File: src/design/dbg_map.svh
// offsets, field positions, reset values and mode codes of the debug trigger block
`ifndef DBG_MAP_SVH
`define DBG_MAP_SVH
`define OFS_CTRL         12'h000
`define OFS_TRIG         12'h004
`define OFS_STAT         12'h008
`define OFS_FIFO_HI      12'h00C
`define OFS_FIFO_LO      12'h010
`define CTRL_EN_BIT      7
`define CTRL_ARM_BIT     6
`define CTRL_TAG_BIT     5
`define CTRL_BRK_BIT     4
`define TRIG_QUAL_BIT    7
`define TRIG_BEGIN_BIT   6
`define TRIG_WR_MASK     8'hCF
`define CTRL_RESET       8'h00
`define TRIG_RESET       8'h00
`define FIFO_DEPTH       8
`define FIFO_WIDTH       16
`define MODE_A_ONLY      4'h0
`define MODE_A_OR_B      4'h1
`define MODE_A_THEN_B    4'h2
`define MODE_EV_B        4'h3
`define MODE_A_THEN_EV_B 4'h4
`define MODE_A_AND_B     4'h5
`define MODE_A_NOT_B     4'h6
`define MODE_INSIDE      4'h7
`define MODE_OUTSIDE     4'h8
`endif

File: src/design/dbg_pkg.sv
// types of the debug trigger block
package dbg_pkg;
  typedef enum logic [1:0] {RUN_IDLE, RUN_WAIT, RUN_CAPTURE, RUN_FILL} run_state_e;
  typedef struct packed {
    run_state_e state;
    logic [7:0] ctrl;
    logic [7:0] trig;
    logic       flag_a;
    logic       flag_b;
    logic       brk;
  } ctl_s;
endpackage : dbg_pkg

File: src/design/fifo_if.sv
// link between the run control and the trace memory
`timescale 1ns/1ps
interface fifo_if #(parameter int W = 16, parameter int D = 8);
  logic                 store;
  logic [W-1:0]         wdata;
  logic                 clear;
  logic                 circular;
  logic                 advance;
  logic [W-1:0]         rdata;
  logic [$clog2(D):0]   count;
  logic                 full;
  modport ctrl (output store, wdata, clear, circular, advance, input rdata, count, full);
  modport mem (input store, wdata, clear, circular, advance, output rdata, count, full);
endinterface : fifo_if

File: src/design/trace_fifo.sv
// eight word trace memory with fill count and registered read word
`timescale 1ns/1ps
`include "dbg_map.svh"
module trace_fifo #(
  parameter int W = `FIFO_WIDTH,
  parameter int D = `FIFO_DEPTH
) (
  input wire logic pclk,
  input wire logic presetn,
  fifo_if.mem      f
);
  localparam int AW = $clog2(D);
  localparam int CW = AW + 1;
  typedef struct packed {
    logic [D-1:0][W-1:0] mem;
    logic [AW-1:0]       wp;
    logic [AW-1:0]       rp;
    logic [CW-1:0]       cnt;
    logic [W-1:0]        rd;
  } fifo_s;
  fifo_s st_reg;
  fifo_s st_next;

  function automatic logic [AW-1:0] inc(input logic [AW-1:0] p);
    inc = (p == AW'(D - 1)) ? '0 : AW'(p + 1'b1);
  endfunction : inc

  always_comb begin
    st_next    = st_reg;
    st_next.rd = st_reg.mem[st_reg.rp];
    if (f.clear) begin
      st_next.wp  = '0;
      st_next.rp  = '0;
      st_next.cnt = '0;
    end else if (f.store && (f.full == 1'b0 || f.circular)) begin
      st_next.mem[st_reg.wp] = f.wdata;
      st_next.wp             = inc(st_reg.wp);
      if (f.full) begin
        st_next.rp = inc(st_reg.rp);
      end else begin
        st_next.cnt = CW'(st_reg.cnt + 1'b1);
      end
    end else if (f.advance) begin
      st_next.rp = inc(st_reg.rp);
    end
  end

  always_ff @(posedge pclk or negedge presetn) begin
    if (!presetn) begin
      st_reg <= '0;
    end else begin
      st_reg <= st_next;
    end
  end

  assign f.rdata = st_reg.rd;
  assign f.count = st_reg.cnt;
  assign f.full  = (st_reg.cnt == CW'(D));
endmodule : trace_fifo

File: src/design/trigger_qualify.sv
// trigger mode decode and opcode qualification of comparator matches
`timescale 1ns/1ps
`include "dbg_map.svh"
module trigger_qualify (
  input  wire logic       pclk,
  input  wire logic       presetn,
  input  wire logic       run,
  input  wire logic       start,
  input  wire logic [3:0] mode,
  input  wire logic       tag_sel,
  input  wire logic       bus_valid,
  input  wire logic       opcode_fetch,
  input  wire logic       opcode_exec,
  input  wire logic       a_hit,
  input  wire logic       b_hit,
  input  wire logic       b_data_hit,
  input  wire logic       addr_ge_a,
  input  wire logic       addr_le_b,
  output logic            hit_a,
  output logic            hit_b,
  output logic            trigger,
  output logic            event_only,
  output logic            event_store
);
  typedef struct packed {
    logic tag_a;
    logic tag_b;
    logic a_seen;
  } trig_s;
  trig_s st_reg;
  trig_s st_next;
  logic  raw_a;
  logic  raw_b;

  always_comb begin
    st_next = st_reg;
    raw_a   = a_hit;
    raw_b   = b_hit;
    case (mode)
      `MODE_A_ONLY: raw_b = 1'b0;
      `MODE_A_OR_B, `MODE_A_THEN_B: ;
      `MODE_EV_B, `MODE_A_THEN_EV_B: ;
      `MODE_A_AND_B: begin
        raw_a = a_hit & b_data_hit;
        raw_b = 1'b0;
      end
      `MODE_A_NOT_B: begin
        raw_a = a_hit & !b_data_hit;
        raw_b = 1'b0;
      end
      `MODE_INSIDE: begin
        raw_a = addr_ge_a & addr_le_b;
        raw_b = 1'b0;
      end
      `MODE_OUTSIDE: begin
        raw_a = !(addr_ge_a & addr_le_b);
        raw_b = 1'b0;
      end
      default: begin
        raw_a = 1'b0;
        raw_b = 1'b0;
      end
    endcase
    if (bus_valid && opcode_fetch) begin
      st_next.tag_a = raw_a;
      st_next.tag_b = raw_b;
    end else if (opcode_exec) begin
      st_next.tag_a = 1'b0;
      st_next.tag_b = 1'b0;
    end
    if (tag_sel) begin
      hit_a = run & opcode_exec & st_reg.tag_a;
      hit_b = run & opcode_exec & st_reg.tag_b;
    end else begin
      hit_a = run & bus_valid & raw_a;
      hit_b = run & bus_valid & raw_b;
    end
    if (start) begin
      st_next.a_seen = 1'b0;
    end else if (hit_a) begin
      st_next.a_seen = 1'b1;
    end
    event_only  = (mode == `MODE_EV_B) || (mode == `MODE_A_THEN_EV_B);
    event_store = event_only & hit_b & ((mode == `MODE_EV_B) | st_reg.a_seen);
    case (mode)
      `MODE_A_OR_B: trigger = hit_a | hit_b;
      `MODE_A_THEN_B: trigger = hit_b & st_reg.a_seen;
      `MODE_EV_B, `MODE_A_THEN_EV_B: trigger = 1'b0;
      default: trigger = hit_a;
    endcase
  end

  always_ff @(posedge pclk or negedge presetn) begin
    if (!presetn) begin
      st_reg <= '0;
    end else begin
      st_reg <= st_next;
    end
  end
endmodule : trigger_qualify

File: src/design/debug_trigger_status_logic.sv
// debug trigger selection, run control and run status with apb registers
`timescale 1ns/1ps
`include "dbg_map.svh"
module debug_trigger_status_logic
  import dbg_pkg::*;
(
  input  wire logic        pclk,
  input  wire logic        presetn,
  input  wire logic [11:0] paddr,
  input  wire logic        psel,
  input  wire logic        penable,
  input  wire logic        pwrite,
  input  wire logic [31:0] pwdata,
  output logic      [31:0] prdata,
  output logic             pready,
  output logic             pslverr,
  input  wire logic        mcu_secure,
  input  wire logic        bus_valid,
  input  wire logic        opcode_fetch,
  input  wire logic        opcode_exec,
  input  wire logic        comp_a_hit,
  input  wire logic        comp_b_hit,
  input  wire logic        comp_b_data_hit,
  input  wire logic        addr_ge_a,
  input  wire logic        addr_le_b,
  input  wire logic        trace_valid,
  input  wire logic [15:0] trace_word,
  input  wire logic [7:0]  event_byte,
  output logic             run_active,
  output logic [3:0]       comp_rw_ctrl,
  output logic             break_request,
  output logic             break_tag
);

  // ****************************************
  // state and internal signals
  // ****************************************

  ctl_s       st_reg;
  ctl_s       st_next;
  logic       wr_en;
  logic       rd_en;
  logic       run_start;
  logic       arm_keep;
  logic [7:0] ctrl_wd;
  logic [7:0] status_byte;
  logic       hit_a;
  logic       hit_b;
  logic       trig_evt;
  logic       ev_only;
  logic       ev_store;

  fifo_if #(.W(`FIFO_WIDTH), .D(`FIFO_DEPTH)) fif ();

  function automatic logic addr_is(input logic [11:0] a, input logic [11:0] o);
    addr_is = (a[11:2] == o[11:2]);
  endfunction : addr_is

  // ****************************************
  // submodules
  // ****************************************

  trigger_qualify u_trig (
    .pclk         (pclk),
    .presetn      (presetn),
    .run          (st_reg.state != RUN_IDLE),
    .start        (run_start),
    .mode         (st_reg.trig[3:0]),
    .tag_sel      (st_reg.trig[`TRIG_QUAL_BIT]),
    .bus_valid    (bus_valid),
    .opcode_fetch (opcode_fetch),
    .opcode_exec  (opcode_exec),
    .a_hit        (comp_a_hit),
    .b_hit        (comp_b_hit),
    .b_data_hit   (comp_b_data_hit),
    .addr_ge_a    (addr_ge_a),
    .addr_le_b    (addr_le_b),
    .hit_a        (hit_a),
    .hit_b        (hit_b),
    .trigger      (trig_evt),
    .event_only   (ev_only),
    .event_store  (ev_store)
  );

  trace_fifo #(
    .W (`FIFO_WIDTH),
    .D (`FIFO_DEPTH)
  ) u_fifo (
    .pclk    (pclk),
    .presetn (presetn),
    .f       (fif)
  );

  // ****************************************
  // apb strobes
  // ****************************************

  assign wr_en  = psel & penable & pwrite;
  assign rd_en  = psel & penable & !pwrite;
  assign pready = 1'b1;

  // ****************************************
  // run control
  // ****************************************

  always_comb begin
    st_next      = st_reg;
    st_next.brk  = 1'b0;
    run_start    = 1'b0;
    arm_keep     = 1'b0;
    ctrl_wd      = pwdata[7:0];
    fif.store    = 1'b0;
    fif.wdata    = trace_word;
    fif.clear    = 1'b0;
    fif.circular = (st_reg.state == RUN_FILL);
    fif.advance  = 1'b0;

    if (hit_a) begin
      st_next.flag_a = 1'b1;
    end
    if (hit_b) begin
      st_next.flag_b = 1'b1;
    end

    case (st_reg.state)
      RUN_WAIT: begin
        if (trig_evt) begin
          st_next.state = RUN_CAPTURE;
        end
      end
      RUN_CAPTURE: begin
        if (ev_only) begin
          fif.store = ev_store;
          fif.wdata = {8'h00, event_byte};
        end else begin
          fif.store = trace_valid;
        end
        if (fif.full) begin
          st_next.state                = RUN_IDLE;
          st_next.ctrl[`CTRL_ARM_BIT]  = 1'b0;
          st_next.brk                  = st_reg.ctrl[`CTRL_BRK_BIT];
        end
      end
      RUN_FILL: begin
        fif.store = trace_valid;
        if (trig_evt) begin
          st_next.state                = RUN_IDLE;
          st_next.ctrl[`CTRL_ARM_BIT]  = 1'b0;
          st_next.brk                  = st_reg.ctrl[`CTRL_BRK_BIT];
        end
      end
      default: ;
    endcase

    // ****************************************
    // register writes
    // ****************************************

    if (wr_en && addr_is(paddr, `OFS_CTRL)) begin
      arm_keep = st_next.ctrl[`CTRL_ARM_BIT];
      if (mcu_secure && !st_reg.ctrl[`CTRL_EN_BIT]) begin
        ctrl_wd[`CTRL_EN_BIT] = 1'b0;
      end
      st_next.ctrl = ctrl_wd;
      if (!ctrl_wd[`CTRL_EN_BIT] || !ctrl_wd[`CTRL_ARM_BIT]) begin
        st_next.ctrl[`CTRL_ARM_BIT] = 1'b0;
        st_next.state               = RUN_IDLE;
      end else if (st_reg.state == RUN_IDLE) begin
        run_start      = 1'b1;
        st_next.flag_a = 1'b0;
        st_next.flag_b = 1'b0;
        fif.clear      = 1'b1;
        if (ev_only) begin
          st_next.state = RUN_CAPTURE;
        end else if (st_reg.trig[`TRIG_BEGIN_BIT]) begin
          st_next.state = RUN_WAIT;
        end else begin
          st_next.state = RUN_FILL;
        end
      end else begin
        st_next.ctrl[`CTRL_ARM_BIT] = arm_keep;
      end
    end else if (wr_en && addr_is(paddr, `OFS_TRIG)) begin
      if (!st_reg.ctrl[`CTRL_ARM_BIT]) begin
        st_next.trig = pwdata[7:0] & `TRIG_WR_MASK;
      end
    end

    if (rd_en && addr_is(paddr, `OFS_FIFO_LO) && st_reg.state == RUN_IDLE) begin
      fif.advance = 1'b1;
    end
  end

  always_ff @(posedge pclk or negedge presetn) begin
    if (!presetn) begin
      st_reg        <= '0;
      st_reg.state  <= RUN_IDLE;
      st_reg.ctrl   <= `CTRL_RESET;
      st_reg.trig   <= `TRIG_RESET;
    end else begin
      st_reg <= st_next;
    end
  end

  // ****************************************
  // read side
  // ****************************************

  always_comb begin
    status_byte    = 8'h00;
    status_byte[7] = st_reg.flag_a;
    status_byte[6] = st_reg.flag_b;
    status_byte[5] = st_reg.ctrl[`CTRL_ARM_BIT] & st_reg.ctrl[`CTRL_EN_BIT];
    status_byte[3:0] = fif.count;
  end

  always_comb begin
    prdata  = 32'h0000_0000;
    pslverr = 1'b0;
    if (addr_is(paddr, `OFS_CTRL)) begin
      prdata[7:0] = st_reg.ctrl;
    end else if (addr_is(paddr, `OFS_TRIG)) begin
      prdata[7:0] = st_reg.trig & `TRIG_WR_MASK;
    end else if (addr_is(paddr, `OFS_STAT)) begin
      prdata[7:0] = status_byte;
    end else if (addr_is(paddr, `OFS_FIFO_HI)) begin
      prdata[7:0] = fif.rdata[15:8];
    end else if (addr_is(paddr, `OFS_FIFO_LO)) begin
      prdata[7:0] = fif.rdata[7:0];
    end else begin
      pslverr = psel & penable;
    end
  end

  // ****************************************
  // outputs
  // ****************************************

  assign run_active    = (st_reg.state != RUN_IDLE);
  assign comp_rw_ctrl  = st_reg.ctrl[3:0];
  assign break_request = st_reg.brk;
  assign break_tag     = st_reg.ctrl[`CTRL_TAG_BIT];

endmodule : debug_trigger_status_logic

File: config.mk
export PLATFORM = sky130hd
export DESIGN_NAME = debug_trigger_status_logic
export DESIGN_NICKNAME = d
export VERILOG_FILES = /design/src/design/dbg_pkg.sv /design/src/design/fifo_if.sv /design/src/design/trace_fifo.sv /design/src/design/trigger_qualify.sv /design/src/design/debug_trigger_status_logic.sv
export VERILOG_INCLUDE_DIRS = /design/src /design/src/design
export SDC_FILE = /design/constraint.sdc
export NUM_CORES = 1
export LEC_CHECK = 0
export ABC_AREA = 1
export BUFFER_PORTS_ARGS = -buffer_cell sky130_fd_sc_hd__buf_4
export CORE_ASPECT_RATIO = 1.25
export CORE_MARGIN = 2
export CORE_UTILIZATION = 50
export CTS_BUF_LIST = sky130_fd_sc_hd__clkbuf_4 sky130_fd_sc_hd__clkbuf_8
export DETAILED_ROUTE_END_ITERATION = 7
export PLACE_DENSITY = 0.71
export SYNTH_ARGS = -nofsm -noshare
export SYNTH_HDL_FRONTEND = slang
export SYNTH_SLANG_ARGS = --single-unit
File: constraint.sdc
create_clock -name pclk -period 3.6 [get_ports pclk]
set_input_delay 0.72 -clock pclk [delete_from_list [all_inputs] [get_ports pclk]]
set_output_delay 0.72 -clock pclk [all_outputs]
set_load 0.1 [all_outputs]
* After elaboration in Yosys (flattened, before gate mapping)
Index checks and enable logic that the tools add are counted.
** Storage, ports and cells
- Flip-flop bits (word level) :: 176
- Word-level logic and storage cells :: 167
** Operators by class
- Bitwise logic cells :: 22
- Reduce and logical (&&, ||, !) cells :: 32
- $lt $le $gt $ge :: 3
- Add/sub/neg operators :: 3
- Mux-type cells :: 65
- Equal/unequal tests :: 20
** Operators with widths (number)
- bitwise mux 128 bit :: 1
- two-way mux 16 bit :: 4
- binary-select mux 16 bit (select 3 bit) :: 1
- demux 16 bit (select 3 bit) :: 1
- two-way mux 8 bit :: 5
- two-way mux 1 bit :: 25
- two-way mux 2 bit :: 12
- == test 10 x 2 -> 1 bit (second input constant) :: 2
- two-way mux 10 bit :: 2
- two-way mux 3 bit :: 6
- AND 1 bit :: 16
- == test 4 x 3 -> 1 bit (second input constant) :: 4
- == test 10 x 1 -> 1 bit (second input constant) :: 1
- == test 10 x 3 -> 1 bit (second input constant) :: 1
- logical NOT 10 bit :: 1
- == test 4 x 2 -> 1 bit (second input constant) :: 2
- == test 4 bit (second input constant) :: 2
- logical AND 1 bit :: 8
- < comparator 3 x 4 -> 1 bit (second input constant) :: 2
- two-way mux 4 bit :: 2
- nonzero test 2 bit :: 4
- adder 3 x 1 -> 3 bit (second input constant) :: 2
- == test 3 bit (second input constant) :: 2
- logical NOT 1 bit :: 6
- other kinds (22) :: 33

* Logic depth before layout (Yosys ltp)
- Depth in word-level cells :: 12
- Gate-level depth with buffers :: 15
- Depth with buffers taken out :: 15

* Cells and area by module
Synthesis repeated with hierarchy kept, for this count alone.
** Unflattened totals
- Cell total of the unflattened synthesis :: 1339
- Area total of the unflattened synthesis :: 10317.4 um2
** Modules (own cells, without submodules)
- trace_fifo :: instances 1, area an instance 8161.6 um2, cells each 1006, sequential area each 3853.7 um2
- debug_trigger_status_logic :: instances 1, area an instance 1785.5 um2, cells each 271, sequential area each 475.5 um2
- trigger_qualify :: instances 1, area an instance 370.4 um2, cells each 62, sequential area each 75.1 um2

* Worst setup path after synthesis
No wires, ideal clock.
- Path type :: input -> output
- Start :: input paddr[9]
- End :: output pslverr
- Path buffers :: 0
- Arrival :: 4.244 ns
- Setup slack :: -1.364 ns
- Stages on the path :: 7
- Cells stage by stage :: nor2_1 nand2_1 nor2_1 nand2_1 nor3_1 or2_2 nor4_1
** Between the ends
- Word-level cells in the longest chain between the ends :: 6
- Elaborated cells on any way between the ends :: 10
** Ends and longest elaborated chain
- from (decl) :: line debug_trigger_status_logic.sv:9 : input wire logic [11:0] paddr,
- == test 10 x 3 -> 1 bit :: line debug_trigger_status_logic.sv:56 : addr_is = (a[11:2] == o[11:2]);
- two-way mux 1 bit :: line debug_trigger_status_logic.sv:228 : end else if (addr_is(paddr, `OFS_FIFO_LO)) begin
- two-way mux 1 bit :: line debug_trigger_status_logic.sv:226 : end else if (addr_is(paddr, `OFS_FIFO_HI)) begin
- two-way mux 1 bit :: line debug_trigger_status_logic.sv:224 : end else if (addr_is(paddr, `OFS_STAT)) begin
- two-way mux 1 bit :: line debug_trigger_status_logic.sv:222 : end else if (addr_is(paddr, `OFS_TRIG)) begin
- two-way mux 1 bit * :: line debug_trigger_status_logic.sv:220 : if (addr_is(paddr, `OFS_CTRL)) begin
- to (decl) :: line debug_trigger_status_logic.sv:16 : output logic pslverr,
Mark *: on every way between the ends. The rest lies on a longest branch, timed or not.

* Worst setup path after layout
- Start :: input paddr[11]
- End :: output prdata[1]
** Between the ends
- Word-level cells in the longest chain between the ends :: 6
- Elaborated cells on any way between the ends :: 10
** Ends and longest elaborated chain
- == test 10 x 3 -> 1 bit :: line debug_trigger_status_logic.sv:56
- two-way mux 8 bit :: line debug_trigger_status_logic.sv:228
- two-way mux 8 bit :: line debug_trigger_status_logic.sv:226
- two-way mux 8 bit :: line debug_trigger_status_logic.sv:224
- two-way mux 8 bit :: line debug_trigger_status_logic.sv:222
- two-way mux 8 bit * :: line debug_trigger_status_logic.sv:220
- to (decl) :: line debug_trigger_status_logic.sv:14 : output logic [31:0] prdata,
Marks and branches as above.

==> metrics.txt <==
final hold violation count 0; P_leak 4.73 nW; largest net degree at the start of global routing between 70 and 80; crit end category primary output; DIE WIDTH 122 um; worst vdd ir 250 uV; initial antenna violation count 0; Hold Crit Class input pin to asynchronous set/reset pin; CP Buf/Inv Count 4; IO Count roughly 120; top cell type's share of synthesized area slightly above 50%; Worst Skew 0.0105 ns; Internal Power 2.86 mW; post-synthesis mux area share 1.61%; Clock Path Buffers 2; Via density 5.28; full die area 18400 um2; Post-Route WL roughly 20000 um; Synth Area in Compound Gates 17.5%; DRC violations left 0; Die Ht approximately 150 um; worst setup path class input pin to primary output; synthesized area a little under 9000 um2; P&R area growth vs syn 11.8%; main combinational cell family by area after synthesis simple AND/OR/NAND/NOR gates; Yosys warning total 0; clock root buffer clkbuf_8; fin util 57.4%; Avg Cell Area, Syn 8.32 um2; RSZ-0062 raised after global routing false; WP data arrival about 2.5 ns; top post-synthesis cells by area dfrtp_1 (51%), o21ai_0 (11%), nand2_1 (10%); Reg clk slew, reported paths 0.09 ns; first-pass GRT wire length 33400 um; Max-Slew Margin vs Limit between 30% and 40%; initial core utilization 51.3%; Simple-Gate Fraction of Synth Area around a fifth; CP max-delay cell buf_4; GP Congestion 0.847; CP Max Fanout 7; hold buffer count at CTS 0; max_cap viols 0; setup violators final 0; ordered list of cells on the worst path buf_4, nor2_2, nand2_1, nor2_2, inv_1, nor2_4, inv_1, nand2_1, o221ai_1, o2111ai_1, buf_4; post-route ant nets 0; Final #Nets 1178; post-synthesis xor/xnor area fraction 0.203%; Routed WL per cell 15.5 um; Pwr Density just under 400 nW/um2; clock latency on the worst-skew pair 0.45 ns; DR vias 6981; Critical Path Start Type input pin; commonest non-fill, non-tap cell in the layout nand2_1; All-Layer GR Usage 23.4%; number of global-route vias before repair 6603; cts bufs inserted 17; htree depth 4; Ant. Diodes 0; Synth cell types 44; Synth Area in Adders less than 1%; sequential fraction of the synthesis area 51.0%; max reg flops 134; cells after synthesis 1039; dominant cell type by area after synthesis dfrtp_1; flops & latches, synth 176; status complete, no violations; WHS 0.275 ns; initial DRC count 530; sw frac 25.4%; Cell Area, Placed ~9000 um2; Crit path max-delay family simple AND/OR/NAND/NOR gates; Final Max Tran Viols 0; Final period util 89.0%; clock power share about two fifths; layout cells sized above 1 15.5%; Tightest Pin Transition 1.03 ns; Tmin final 3.20 ns; fill count 1607; CTS tree built; Detailed Routing Iterations Pass 1 5; Critical Path RT roughly 2.9 ns; clock sinks ~180; Std-Cell Rows between 50 and 60; core area 16800 um2; DP HPWL 13300 um; Fmax between 300 and 400 MHz; Sequential Power Share 52.5%; Post-CTS Setup Repair Bufs 0; Combinational Power Share 8.5%; commonest cells after routing, fill and taps aside nand2_1 (232), o21ai_0 (180), dfrtp_1 (175); Crit path largest cell delay around 0.33 ns; Switch Pwr 0.975 mW; IO Port Bufs 72; post_cts resized 0; gr ovfl total 0; final instance area approximately 9700 um2
-- routing by layer --
metal  routed length [um]  track usage, %  up-vias
met5                    0               0        -
met3                  975            3.80       27
li1                     -               -     3478
met1                 9100            31.4     3298
met4                  394            8.91        0
met2                10000            38.5      178
-- logic make-up (layout without fill, tap and decap cells) --
group | count (synthesis) | count (layout)
xor+xnor | 2 | 2
other cells | 2 | 25
simple gates | 431 | 431
buf+inv | 142 | 182
flops | 176 | 176
compound gates | 270 | 270
fa+ha+maj | 6 | 6
mux | 10 | 10
-- Yosys cell counts (all sizes together) --
| library cell | n |
|---|---|
| nand2 | 238 |
| o21ai | 216 |
| dfrtp | 176 |
| nor2 | 153 |
| inv | 61 |
| buf | 53 |
| clkbuf | 27 |
| nand3 | 24 |
| a31oi | 17 |
| o22ai | 17 |
| mux2i | 8 |
| nand4 | 7 |
| a21oi | 6 |
| ha | 6 |
| a211oi | 5 |
| nor3 | 5 |
| o221ai | 4 |
| o211ai | 3 |
| conb | 2 |
| mux2 | 2 |
| nand3b | 2 |
| xor2 | 2 |
| clkinv | 1 |
| nor4 | 1 |
| o2111ai | 1 |
| o21bai | 1 |
| or2 | 1 |
-- worst paths after layout --
| path | start | end | slack, ns | cells after the start |
|---|---|---|---|---|
| worst max-delay path | paddr[11] | prdata[1] | 0.40 | 11 |
| worst min-delay path | presetn | u_fifo.st_reg[126] | 0.27 | 1 |
| worst max register to register | st_reg[5] | u_fifo.st_reg[60] | 1.01 | 8 |
| worst min register to register | u_fifo.st_reg[137] | u_fifo.st_reg[137] | 0.48 | 2 |
| max in group asynchronous | presetn | u_fifo.st_reg[20] | 2.52 | 2 |
| min in group pclk | u_fifo.st_reg[137] | u_fifo.st_reg[137] | 0.48 | 2 |
-- worst reg2reg max path: stages (launching register included) --
cell,delay [ns]
dfrtp_1,0.48
nor2_1,0.20
nand2_1,0.11
nand2_2,0.10
inv_2,0.06
nor2_4,0.10
nand2_2,0.38
mux2i_1,0.80
o21ai_0,0.21
-- area by class of cell --
class	count	area, um2	share of cell area [%]
clock buffer	19	255	2.64
clock inverter	13	184	1.90
inverter	62	233	2.41
multi-input combinational	744	3620	37.5
sequential	176	4410	45.6
tap	220	275	2.85
timing repair buffer	88	689	7.14
-- power by group through the flow --
stage | combinational (mW) | clock, mW | sequential, mW
3_3_place_gp | 0.329 | 0 | 2.05
5_1_grt | 0.360 | 1.62 | 2.02
3_5_place_dp | 0.332 | 0 | 2.05
2_1_floorplan | 0.231 | 0 | 2.05
6_report | 0.328 | 1.49 | 2.02
4_1_cts | 0.333 | 1.53 | 2.02
-- through the flow --
step                setup TNS [ns]  instances  worst slack, ns  power [mW]
floorplan                   -0.179       1062           -0.179        2.28
global placement                 0       1290            0.415        2.38
detailed placement               0       1290            0.396        2.39
CTS                              0       1322            0.386        3.88
global route                     0       1322            0.243        4.00
finish                           0       1322            0.395        3.84
Power figures use the tool's default switching activity.
